**src/logic/fault_retry_pkg.sv**
```systemverilog
// Shared constants and types for the fault mask and retry block
`default_nettype none
package fault_retry_pkg;
  localparam logic [6:0] I2C_DEV_ADDR = 7'h60;
  localparam logic [7:0] MASK_OFS = 8'h06;
  localparam logic [7:0] RETRY_CFG_OFS = 8'h28;
  localparam logic [7:0] RETRY_EN_OFS = 8'h19;
  localparam logic [7:0] MASK_RST = 8'h02;
  localparam logic [7:0] RETRY_CFG_RST = 8'h1C;
  localparam logic [7:0] RETRY_EN_RST = 8'h80;
  localparam int MASK_RSTCMP_BIT = 4;
  localparam int MASK_LSW_BIT = 3;
  localparam int MASK_LDO_BIT = 2;
  localparam int MASK_OC_BIT = 1;
  localparam int MASK_EREG_BIT = 0;
  localparam int LIM_W = 6;
  localparam int CFG_LIM_LSB = 2;
  localparam int CFG_CLR_BIT = 1;
  localparam int CFG_EXH_BIT = 0;
  localparam int EN_BIT = 7;
  localparam logic [3:0] BITS_PER_BYTE = 4'h8;

  typedef struct packed {
    logic valid;
    logic [7:0] addr;
    logic [7:0] data;
  } reg_wr_s;

  typedef struct packed {
    logic rst_cmp;
    logic lsw1_uv;
    logic lsw2_uv;
    logic lsw3_uv;
    logic ldo_uv;
    logic in_oc;
    logic ereg_ok;
  } fault_s;

  typedef enum logic [2:0] {
    SEQ_ON = 3'b001,
    SEQ_DOWN = 3'b010,
    SEQ_OFF = 3'b100
  } seq_e;

  typedef enum logic [4:0] {
    I2C_IDLE = 5'b00001,
    I2C_RECV = 5'b00010,
    I2C_ACK = 5'b00100,
    I2C_SEND = 5'b01000,
    I2C_RACK = 5'b10000
  } i2c_e;
endpackage
`default_nettype wire

```
**src/logic/fault_mask_retry.sv**
```systemverilog
// Fault power-down masking and retry counter with its register port
//
// Behaviour
// [RULE_01] Reset-comparator fault forces power-down only while its mask is 0.
// [RULE_02] Any load-switch undervoltage flag forces power-down while mask is 0.
// [RULE_03] Linear regulator undervoltage forces power-down while its mask is 0.
// [RULE_04] Input overcurrent forces power-down while its mask is 0.
// [RULE_05] Low external-regulator power-good forces power-down while mask is 0.
// [RULE_06] Software writes zero to unused mask bits, ignores their read value.
// [RULE_07] Retry limit zero: a fault leaves the device off, no restart.
// [RULE_08] Nonzero limit: fault bumps retry count, then power-down runs to off.
// [RULE_09] Off with count below limit: restart automatically.
// [RULE_10] Off with count equal to limit: stay off.
// [RULE_11] Exhausted device recovers by power cycle or writing the clear bit.
// [RULE_12] Writing 1 to the clear bit clears the exhausted status.
// [RULE_13] The clear bit always reads zero.
// [RULE_14] Exhausted status reads 1 once count reached limit, else 0. The code reads 0 whenever the limit is zero.
// [RULE_15] Global enable bit turns retry counting off at 0, on at 1.
// [RULE_16] Power-down request is the OR of all unmasked fault sources.
`default_nettype none
module fault_mask_retry #(
  parameter logic [6:0] DEV_ADDR = fault_retry_pkg::I2C_DEV_ADDR
) (
  // Clock and reset
  input wire logic sys_clk,
  input wire logic rst_n,
  // Serial register port
  input wire logic scl_in,
  input wire logic sda_in,
  output logic sda_out,
  output logic sda_oe_n,
  // Fault sources
  input wire fault_retry_pkg::fault_s faults,
  // On/off controller
  input wire logic off_state,
  output logic power_down_req,
  output logic auto_restart
);
  localparam int W = fault_retry_pkg::LIM_W;

  fault_retry_pkg::reg_wr_s wr;
  logic [7:0] rd_addr, rd_data;
  logic [7:0] mask_r, mask_nxt;
  logic [W-1:0] lim_r, lim_nxt;
  logic [W-1:0] count_r, count_nxt;
  logic en_r, en_nxt;
  logic pd_r, pd_nxt;
  logic ar_r, ar_nxt;
  fault_retry_pkg::seq_e seq_r, seq_nxt;
  logic fault_any, counting, can_restart;
  logic exhausted, bump, clr;

  function automatic logic hit(input fault_retry_pkg::reg_wr_s w,
                               input logic [7:0] ofs);
    hit = w.valid && (w.addr == ofs);
  endfunction

  i2c_reg_port #(
    .DEV_ADDR(DEV_ADDR)
  ) u_port (
    .sys_clk(sys_clk),
    .rst_n(rst_n),
    .scl_in(scl_in),
    .sda_in(sda_in),
    .sda_out(sda_out),
    .sda_oe_n(sda_oe_n),
    .wr(wr),
    .rd_addr(rd_addr),
    .rd_data(rd_data)
  );

  always_comb begin
    fault_any = 1'b0;
    // [RULE_01] reset comparator mask
    if (!mask_r[fault_retry_pkg::MASK_RSTCMP_BIT] && faults.rst_cmp) begin
      fault_any = 1'b1;
    end
    // [RULE_02] load switch mask
    if (!mask_r[fault_retry_pkg::MASK_LSW_BIT] &&
        (faults.lsw1_uv || faults.lsw2_uv || faults.lsw3_uv)) begin
      fault_any = 1'b1;
    end
    // [RULE_03] linear regulator mask
    if (!mask_r[fault_retry_pkg::MASK_LDO_BIT] && faults.ldo_uv) begin
      fault_any = 1'b1;
    end
    // [RULE_04] overcurrent mask
    if (!mask_r[fault_retry_pkg::MASK_OC_BIT] && faults.in_oc) begin
      fault_any = 1'b1;
    end
    // Power-good is active high, so its low level is the fault
    // [RULE_05] external regulator mask
    if (!mask_r[fault_retry_pkg::MASK_EREG_BIT] && !faults.ereg_ok) begin
      fault_any = 1'b1;
    end
  end

  // Limit zero or enable low freezes the count and blocks restarts
  // [RULE_15] global enable gate
  assign counting = en_r && (lim_r != '0);
  // A nonzero limit lowered below the count reads as exhausted at once
  // [RULE_14] exhausted status
  assign exhausted = (lim_r != '0) && (count_r >= lim_r);
  // [RULE_09] restart allowed below limit
  assign can_restart = counting && (count_r < lim_r);
  // [RULE_12] clear by write of 1
  assign clr = hit(wr, fault_retry_pkg::RETRY_CFG_OFS) &&
               wr.data[fault_retry_pkg::CFG_CLR_BIT];
  // [RULE_08] one count per power-down cycle
  assign bump = (seq_r == fault_retry_pkg::SEQ_ON) && fault_any &&
                can_restart;

  always_comb begin
    rd_data = 8'h00;
    case (rd_addr)
      fault_retry_pkg::MASK_OFS: begin
        // Unused upper bits simply store what was written
        rd_data = mask_r;
      end
      fault_retry_pkg::RETRY_CFG_OFS: begin
        rd_data[fault_retry_pkg::CFG_LIM_LSB +: W] = lim_r;
        // [RULE_13] clear bit reads zero
        rd_data[fault_retry_pkg::CFG_CLR_BIT] = 1'b0;
        rd_data[fault_retry_pkg::CFG_EXH_BIT] = exhausted;
      end
      fault_retry_pkg::RETRY_EN_OFS: begin
        rd_data[fault_retry_pkg::EN_BIT] = en_r;
      end
      default: begin
        rd_data = 8'h00;
      end
    endcase
  end

  always_comb begin
    mask_nxt = mask_r;
    lim_nxt = lim_r;
    en_nxt = en_r;
    if (hit(wr, fault_retry_pkg::MASK_OFS)) begin
      mask_nxt = wr.data;
    end
    if (hit(wr, fault_retry_pkg::RETRY_CFG_OFS)) begin
      lim_nxt = wr.data[7:fault_retry_pkg::CFG_LIM_LSB];
    end
    if (hit(wr, fault_retry_pkg::RETRY_EN_OFS)) begin
      en_nxt = wr.data[fault_retry_pkg::EN_BIT];
    end
  end

  // Sequence timing belongs to the on/off controller; this only tracks it
  always_comb begin
    seq_nxt = seq_r;
    count_nxt = count_r;
    // [RULE_11] software clear path
    if (clr) begin
      count_nxt = '0;
    end
    // An increment in the clear cycle still counts
    if (bump) begin
      count_nxt = (clr ? '0 : count_r) + {{(W-1){1'b0}}, 1'b1};
    end
    case (seq_r)
      fault_retry_pkg::SEQ_ON: begin
        // [RULE_07] enter power-down, count or not
        if (fault_any) begin
          seq_nxt = fault_retry_pkg::SEQ_DOWN;
        end
      end
      fault_retry_pkg::SEQ_DOWN: begin
        if (off_state) begin
          seq_nxt = fault_retry_pkg::SEQ_OFF;
        end
      end
      fault_retry_pkg::SEQ_OFF: begin
        if (!off_state) begin
          seq_nxt = fault_retry_pkg::SEQ_ON;
        end
      end
      default: begin
        seq_nxt = fault_retry_pkg::SEQ_ON;
      end
    endcase
    // [RULE_16] OR of unmasked faults
    pd_nxt = fault_any;
    // [RULE_10] no restart once limit is met
    ar_nxt = (seq_r == fault_retry_pkg::SEQ_OFF) && off_state &&
             can_restart;
  end

  // Both controller outputs come straight from flops, free of glitches
  assign power_down_req = pd_r;
  assign auto_restart = ar_r;

  always_ff @(posedge sys_clk or negedge rst_n) begin
    if (!rst_n) begin
      mask_r <= fault_retry_pkg::MASK_RST;
      lim_r <= fault_retry_pkg::RETRY_CFG_RST[7:fault_retry_pkg::CFG_LIM_LSB];
      en_r <= fault_retry_pkg::RETRY_EN_RST[fault_retry_pkg::EN_BIT];
    end else begin
      mask_r <= mask_nxt;
      lim_r <= lim_nxt;
      en_r <= en_nxt;
    end
  end

  always_ff @(posedge sys_clk or negedge rst_n) begin
    if (!rst_n) begin
      count_r <= '0;
      seq_r <= fault_retry_pkg::SEQ_ON;
      pd_r <= 1'b0;
      ar_r <= 1'b0;
    end else begin
      count_r <= count_nxt;
      seq_r <= seq_nxt;
      pd_r <= pd_nxt;
      ar_r <= ar_nxt;
    end
  end
endmodule
`default_nettype wire

```
**src/logic/i2c_reg_port.sv**
```systemverilog
// Serial register port: byte framing, pointer and open-drain data line
`default_nettype none
module i2c_reg_port #(
  parameter logic [6:0] DEV_ADDR = fault_retry_pkg::I2C_DEV_ADDR
) (
  // Clock and reset
  input wire logic sys_clk,
  input wire logic rst_n,
  // Serial pins
  input wire logic scl_in,
  input wire logic sda_in,
  output logic sda_out,
  output logic sda_oe_n,
  // Register side
  output fault_retry_pkg::reg_wr_s wr,
  output logic [7:0] rd_addr,
  input wire logic [7:0] rd_data
);
  fault_retry_pkg::i2c_e st_r, st_nxt;
  logic scl_q_r, scl_q_nxt, sda_q_r, sda_q_nxt;
  logic [7:0] sh_r, sh_nxt, ptr_r, ptr_nxt;
  logic [3:0] cnt_r, cnt_nxt;
  logic [1:0] idx_r, idx_nxt;
  logic rw_r, rw_nxt, oe_n_r, oe_n_nxt;
  fault_retry_pkg::reg_wr_s wr_r, wr_nxt;
  logic rise, fall, start, stop;

  assign rise = scl_in & ~scl_q_r;
  assign fall = ~scl_in & scl_q_r;
  assign start = scl_in & scl_q_r & sda_q_r & ~sda_in;
  assign stop = scl_in & scl_q_r & ~sda_q_r & sda_in;
  assign sda_out = 1'b0;
  assign sda_oe_n = oe_n_r;
  assign wr = wr_r;
  assign rd_addr = ptr_r;

  always_comb begin
    st_nxt = st_r;
    sh_nxt = sh_r;
    ptr_nxt = ptr_r;
    cnt_nxt = cnt_r;
    idx_nxt = idx_r;
    rw_nxt = rw_r;
    oe_n_nxt = oe_n_r;
    wr_nxt = '0;
    scl_q_nxt = scl_in;
    sda_q_nxt = sda_in;
    if (stop) begin
      st_nxt = fault_retry_pkg::I2C_IDLE;
      oe_n_nxt = 1'b1;
    end else if (start) begin
      // Repeated start keeps the pointer for a read-back
      st_nxt = fault_retry_pkg::I2C_RECV;
      cnt_nxt = 4'h0;
      idx_nxt = 2'h0;
      oe_n_nxt = 1'b1;
    end else begin
      case (st_r)
        fault_retry_pkg::I2C_IDLE: begin
          oe_n_nxt = 1'b1;
        end
        fault_retry_pkg::I2C_RECV: begin
          if (rise) begin
            sh_nxt = {sh_r[6:0], sda_in};
            cnt_nxt = cnt_r + 4'h1;
          end else if (fall && cnt_r == fault_retry_pkg::BITS_PER_BYTE) begin
            cnt_nxt = 4'h0;
            st_nxt = fault_retry_pkg::I2C_ACK;
            oe_n_nxt = 1'b0;
            if (idx_r == 2'h0) begin
              rw_nxt = sh_r[0];
              idx_nxt = 2'h1;
              if (sh_r[7:1] != DEV_ADDR) begin
                st_nxt = fault_retry_pkg::I2C_IDLE;
                oe_n_nxt = 1'b1;
              end
            end else if (idx_r == 2'h1) begin
              ptr_nxt = sh_r;
              idx_nxt = 2'h2;
            end else begin
              wr_nxt.valid = 1'b1;
              wr_nxt.addr = ptr_r;
              wr_nxt.data = sh_r;
              ptr_nxt = ptr_r + 8'h01;
            end
          end
        end
        fault_retry_pkg::I2C_ACK: begin
          if (fall) begin
            if (rw_r) begin
              sh_nxt = rd_data;
              oe_n_nxt = rd_data[7];
              st_nxt = fault_retry_pkg::I2C_SEND;
            end else begin
              oe_n_nxt = 1'b1;
              st_nxt = fault_retry_pkg::I2C_RECV;
            end
          end
        end
        fault_retry_pkg::I2C_SEND: begin
          if (fall) begin
            sh_nxt = {sh_r[6:0], 1'b0};
            cnt_nxt = cnt_r + 4'h1;
            oe_n_nxt = sh_r[6];
            if (cnt_r == 4'h7) begin
              cnt_nxt = 4'h0;
              oe_n_nxt = 1'b1;
              ptr_nxt = ptr_r + 8'h01;
              st_nxt = fault_retry_pkg::I2C_RACK;
            end
          end
        end
        fault_retry_pkg::I2C_RACK: begin
          // Master NACK ends the read
          if (rise && sda_in) begin
            st_nxt = fault_retry_pkg::I2C_IDLE;
          end else if (fall) begin
            sh_nxt = rd_data;
            oe_n_nxt = rd_data[7];
            st_nxt = fault_retry_pkg::I2C_SEND;
          end
        end
        default: begin
          st_nxt = fault_retry_pkg::I2C_IDLE;
          oe_n_nxt = 1'b1;
        end
      endcase
    end
  end

  always_ff @(posedge sys_clk or negedge rst_n) begin
    if (!rst_n) begin
      st_r <= fault_retry_pkg::I2C_IDLE;
      scl_q_r <= 1'b1;
      sda_q_r <= 1'b1;
      sh_r <= 8'h00;
      ptr_r <= 8'h00;
      cnt_r <= 4'h0;
      idx_r <= 2'h0;
      rw_r <= 1'b0;
      oe_n_r <= 1'b1;
      wr_r <= '0;
    end else begin
      st_r <= st_nxt;
      scl_q_r <= scl_q_nxt;
      sda_q_r <= sda_q_nxt;
      sh_r <= sh_nxt;
      ptr_r <= ptr_nxt;
      cnt_r <= cnt_nxt;
      idx_r <= idx_nxt;
      rw_r <= rw_nxt;
      oe_n_r <= oe_n_nxt;
      wr_r <= wr_nxt;
    end
  end
endmodule
`default_nettype wire

```
**config.mk**
```make
export PLATFORM = sky130hd
export DESIGN_NAME = fault_mask_retry
export DESIGN_NICKNAME = d
export VERILOG_FILES = /design/src/logic/fault_retry_pkg.sv /design/src/logic/fault_mask_retry.sv /design/src/logic/i2c_reg_port.sv
export SDC_FILE = /design/constraint.sdc
export NUM_CORES = 1
export LEC_CHECK = 0
export ABC_AREA = 1
export BUFFER_PORTS_ARGS = -buffer_cell sky130_fd_sc_hd__buf_2
export CORE_ASPECT_RATIO = 1.5
export CORE_MARGIN = 1
export CORE_UTILIZATION = 65
export CTS_CLUSTER_DIAMETER = 200
export CTS_CLUSTER_SIZE = 10
export DETAILED_ROUTE_END_ITERATION = 8
export PLACE_DENSITY_LB_ADDON = 0.05
export SLEW_MARGIN = 10
export SYNTH_ARGS = -nofsm -noshare
export SYNTH_HDL_FRONTEND = slang
export SYNTH_SLANG_ARGS = --single-unit
```
**constraint.sdc**
```tcl
create_clock -name sys_clk -period 3.47 [get_ports sys_clk]
set_input_delay 0.1735 -clock sys_clk [delete_from_list [all_inputs] [get_ports sys_clk]]
set_output_delay 0.1735 -clock sys_clk [all_outputs]
set_load 0.005 [all_outputs]
```
==> qor.csv <==
stage,metric,value,unit
cells_and_area,fillerInstances,519,
worst_setup_path,worstPathMaxFanout,9,
floorplan,start_util,68.6,%
power_and_ir_drop,pwr-share-seq,50.2,%
clocking,clock_latency,0.34,ns
worst_setup_path,crit_type,reg2reg,
global_routing,grt_overflow,0,
detailed_routing,wl_per_cell,14.6,um
floorplan,rows,35,
placed_design,gp_congestion,0.929,
timing,hold_viol,0,
timing,finalSetupViolations,0,
power_and_ir_drop,p_int,1.38,mW
worst_setup_path,worstPathRequired,3.71,ns
worst_setup_path,worstSetupEndpointType,register,
global_routing,grt_max_degree,75,
cells_and_area,final_nets,610,
yosys,synth.area.top_cells,"dfrtp_1 37%, nand2_1 13%, inv_1 7.3%",
worst_setup_path,critical-path-top-delay-family,simple AND/OR/NAND/NOR gates,
worst_setup_path,crit_chain,"inv_1, ha_1, nand2_1, nand2_1, nand2_1, inv_1, nor2_1, nand2_1, nor2_2, nand4_1, nand2_1, inv_1",
cells_and_area,multiInputGateArea,2020,sq um
cells_and_area,area_delta_synth_final,7.32,%
timing,setup_tns,0,ns
yosys,postSynthAreaPerCell,7.60,sq um
placed_design,dp_hpwl,7.22,mm
global_routing,antenna_found_initial,0,
cells_and_area,layout_commonest_cell,nand2_1,
floorplan,die_y,102,um
detailed_routing,first_pass_iters,5,
hold_path,hold_path_class,in2reg,
cells_and_area,drive_gt1_share,15.3,%
timing,drv_slew,0,
placed_design,portBuffers,14,
floorplan,core-area,6260,sq um
clocking,cts_setup_buffers,0,
detailed_routing,drt_wl_total,9.66,mm
power_and_ir_drop,irDropWorstVdd,0.000348,V
yosys,ys_seq_area_share,43.4,%
cells_and_area,final_core_util,73.6,%
detailed_routing,vias_per_cell,5.51,
global_routing,grt_pass1_wl,16.3,mm
worst_setup_path,crit_top_cell,nand2_1,
floorplan,die_w,68.4,um
worst_setup_path,worstSetupPathDepth,12,
clocking,ctsHoldBuffers,3,
worst_setup_path,crit_slowest_cell,dfstp_2,
clocking,cts_resized,0,
clocking,cts_sinks,74,
yosys,synth_cell_types,40,
clocking,path_clk_slew,0.08,ns
timing,max_freq,0.499,GHz
worst_setup_path,rrSetupSlack,1.47,ns
clocking,cts_root_buf,clkbuf_8,
detailed_routing,vias,3650,
job,maxCapViolCount,0,
timing,fin_crit_sh,57.7,%
global_routing,grt_pass1_vias,3669,
clocking,htreeDepth,3,
floorplan,pin_count,16,
timing,fin_hold_ws,0.0541,ns
timing,worstMarginPinSlew,0.906,ns
power_and_ir_drop,p_leak,2.16,nW
clocking,cts_tree,built,
power_and_ir_drop,switching_share,33.6,%
timing,rsz0062_at_grt,false,
clocking,clockBufferDepth,2,
worst_setup_path,slowest_delay,0.56,ns
cells_and_area,antenna_cells,0,
power_and_ir_drop,p_per_area,450,nW/um^2
power_and_ir_drop,p_sw,697,uW
power_and_ir_drop,pwr-share-comb,21.2,%
hold_path,min_path_cells,2,
clocking,numCtsBuffers,9,
yosys,ys_warn_count,0,
yosys,synth-seq-cells,74,
detailed_routing,drt_iter0_drc,143,
outcome,status,finished clean,
worst_setup_path,ff2ff_path_depth,12,
yosys,syn_nets,590,
worst_setup_path,cp_num_buf_inv,3,
timing,period_minus_slack,2.00,ns
yosys,netlist_area,4290,sq um
worst_setup_path,crit_arrival,2.24,ns
timing,relSlewSlack,39.6,%
yosys,yosysTopAreaCell,dfrtp_1,
cells_and_area,final_cell_mix,"147 x nand2_1, 84 x inv_1, 64 x dfrtp_1, 50 x nor2_1, 43 x nand3_1",
yosys,netlist_instances,565,
worst_setup_path,start_kind,register,
detailed_routing,remaining_drc_errors,0,
floorplan,fp.dieArea,6940,sq um
global_routing,grtUsageTotal,31.9,%
power_and_ir_drop,power,2.07,mW
timing,skew,0.00941,ns
power_and_ir_drop,clockPowerShare,28.6,%
detailed_routing,drtAntennaViolNets,0,
yosys,yosysTopAreaCellShare,37.3,%
cells_and_area,area.sequential,1860,sq um
[worst register-to-register path: stages, from the launching register on]
cell and delay, ns:
dfstp_2 0.56, inv_1 0.05, ha_1 0.33, nand2_1 0.08
nand2_1 0.05, nand2_1 0.05, inv_1 0.04, nor2_1 0.11
nand2_1 0.09, nor2_2 0.27, nand4_1 0.12, nand2_1 0.11
inv_1 0.05
[cells by family (layout without fill, tap and decap cells)]
kind of cell,after synthesis,after routing,synth area share [%]
compound gates,64,64,8.57
xor+xnor,5,5,1.02
fa+ha+maj,13,13,3.79
buf+inv,102,126,9.44
flops,74,74,43.4
mux,2,2,0.525
other cells,1,1,0.0874
simple gates,304,304,33.1
[layer usage]
metal / part of all wire (%) / track usage (%) / wire [um] / vias to the layer above
li1: - / - / - / 1829
met1: 39 / 33.5 / 3780 / 1716
met2: 55 / 59.6 / 5320 / 78
met3: 3.0 / 4.84 / 287 / 27
met4: 2.8 / 14.7 / 275 / 0
met5: 0 / 0 / 0 / -
[stage by stage]
| step | cells | setup slack (ns) | area, sq um |
|---|---|---|---|
| CTS | 663 | 1.47 | 4610 |
| floorplan | 565 | 1.67 | 4290 |
| global placement | 645 | 1.58 | 4410 |
| detailed placement | 645 | 1.50 | 4410 |
| finish | 663 | 1.47 | 4610 |
| global route | 663 | 1.28 | 4610 |
[path summary, 6_finish.rpt]
path                                 start               to
max                               lim_r[1]       count_r[4]
min                              off_state         seq_r[1]
max reg2reg                       lim_r[1]       count_r[4]
min reg2reg                u_port.sda_oe_n  u_port.sda_oe_n
max in group asynchronous            rst_n   u_port.sh_r[4]
min in group asynchronous            rst_n         seq_r[1]
[cell usage after synthesis (all sizes together)]
cell type	number
mux2	2
buf	6
nand4	11
nand3b	1
or2	1
xnor2	1
a21oi	8
o32ai	1
inv	94
o31ai	1
nor2	60
a211oi	1
dfrtp	64
xor2	4
nor4	1
clkbuf	2
nand2	158
o21ai	51
nor3	24
a22oi	1
conb	1
o21bai	1
ha	13
dfstp	10
nand3	48
[registers in the layout, indices dropped and copies added, names as in the netlist]
signal / flops
auto_restart: 1
count_r: 6
en_r: 1
lim_r: 6
mask_r: 8
power_down_req: 1
seq_r: 3
u_port.cnt_r: 4
u_port.idx_r: 2
u_port.rd_addr: 8
u_port.rw_r: 1
u_port.scl_q_r: 1
u_port.sda_oe_n: 1
u_port.sda_q_r: 1
u_port.sh_r: 8
u_port.st_r: 5
u_port.wr: 17
[power groups by stage]
stage	combinational, mW	clock [mW]	sequential [mW]
4_1_cts	0.439	0.596	1.04
6_report	0.439	0.594	1.04
5_1_grt	0.506	0.633	1.05
2_1_floorplan	0.333	0	1.02
3_3_place_gp	0.422	0	1.05
3_5_place_dp	0.434	0	1.05
[area by class of cell]
| class | count | share of cell area (%) |
|---|---|---|
| inverter | 94 | 7.71 |
| multi-input combinational | 389 | 43.9 |
| timing repair buffer | 17 | 2.23 |
| tap | 74 | 2.01 |
| clock inverter | 5 | 0.679 |
| clock buffer | 10 | 2.99 |
| sequential | 74 | 40.5 |
Note: power is estimated with default switching activity, not from simulation.
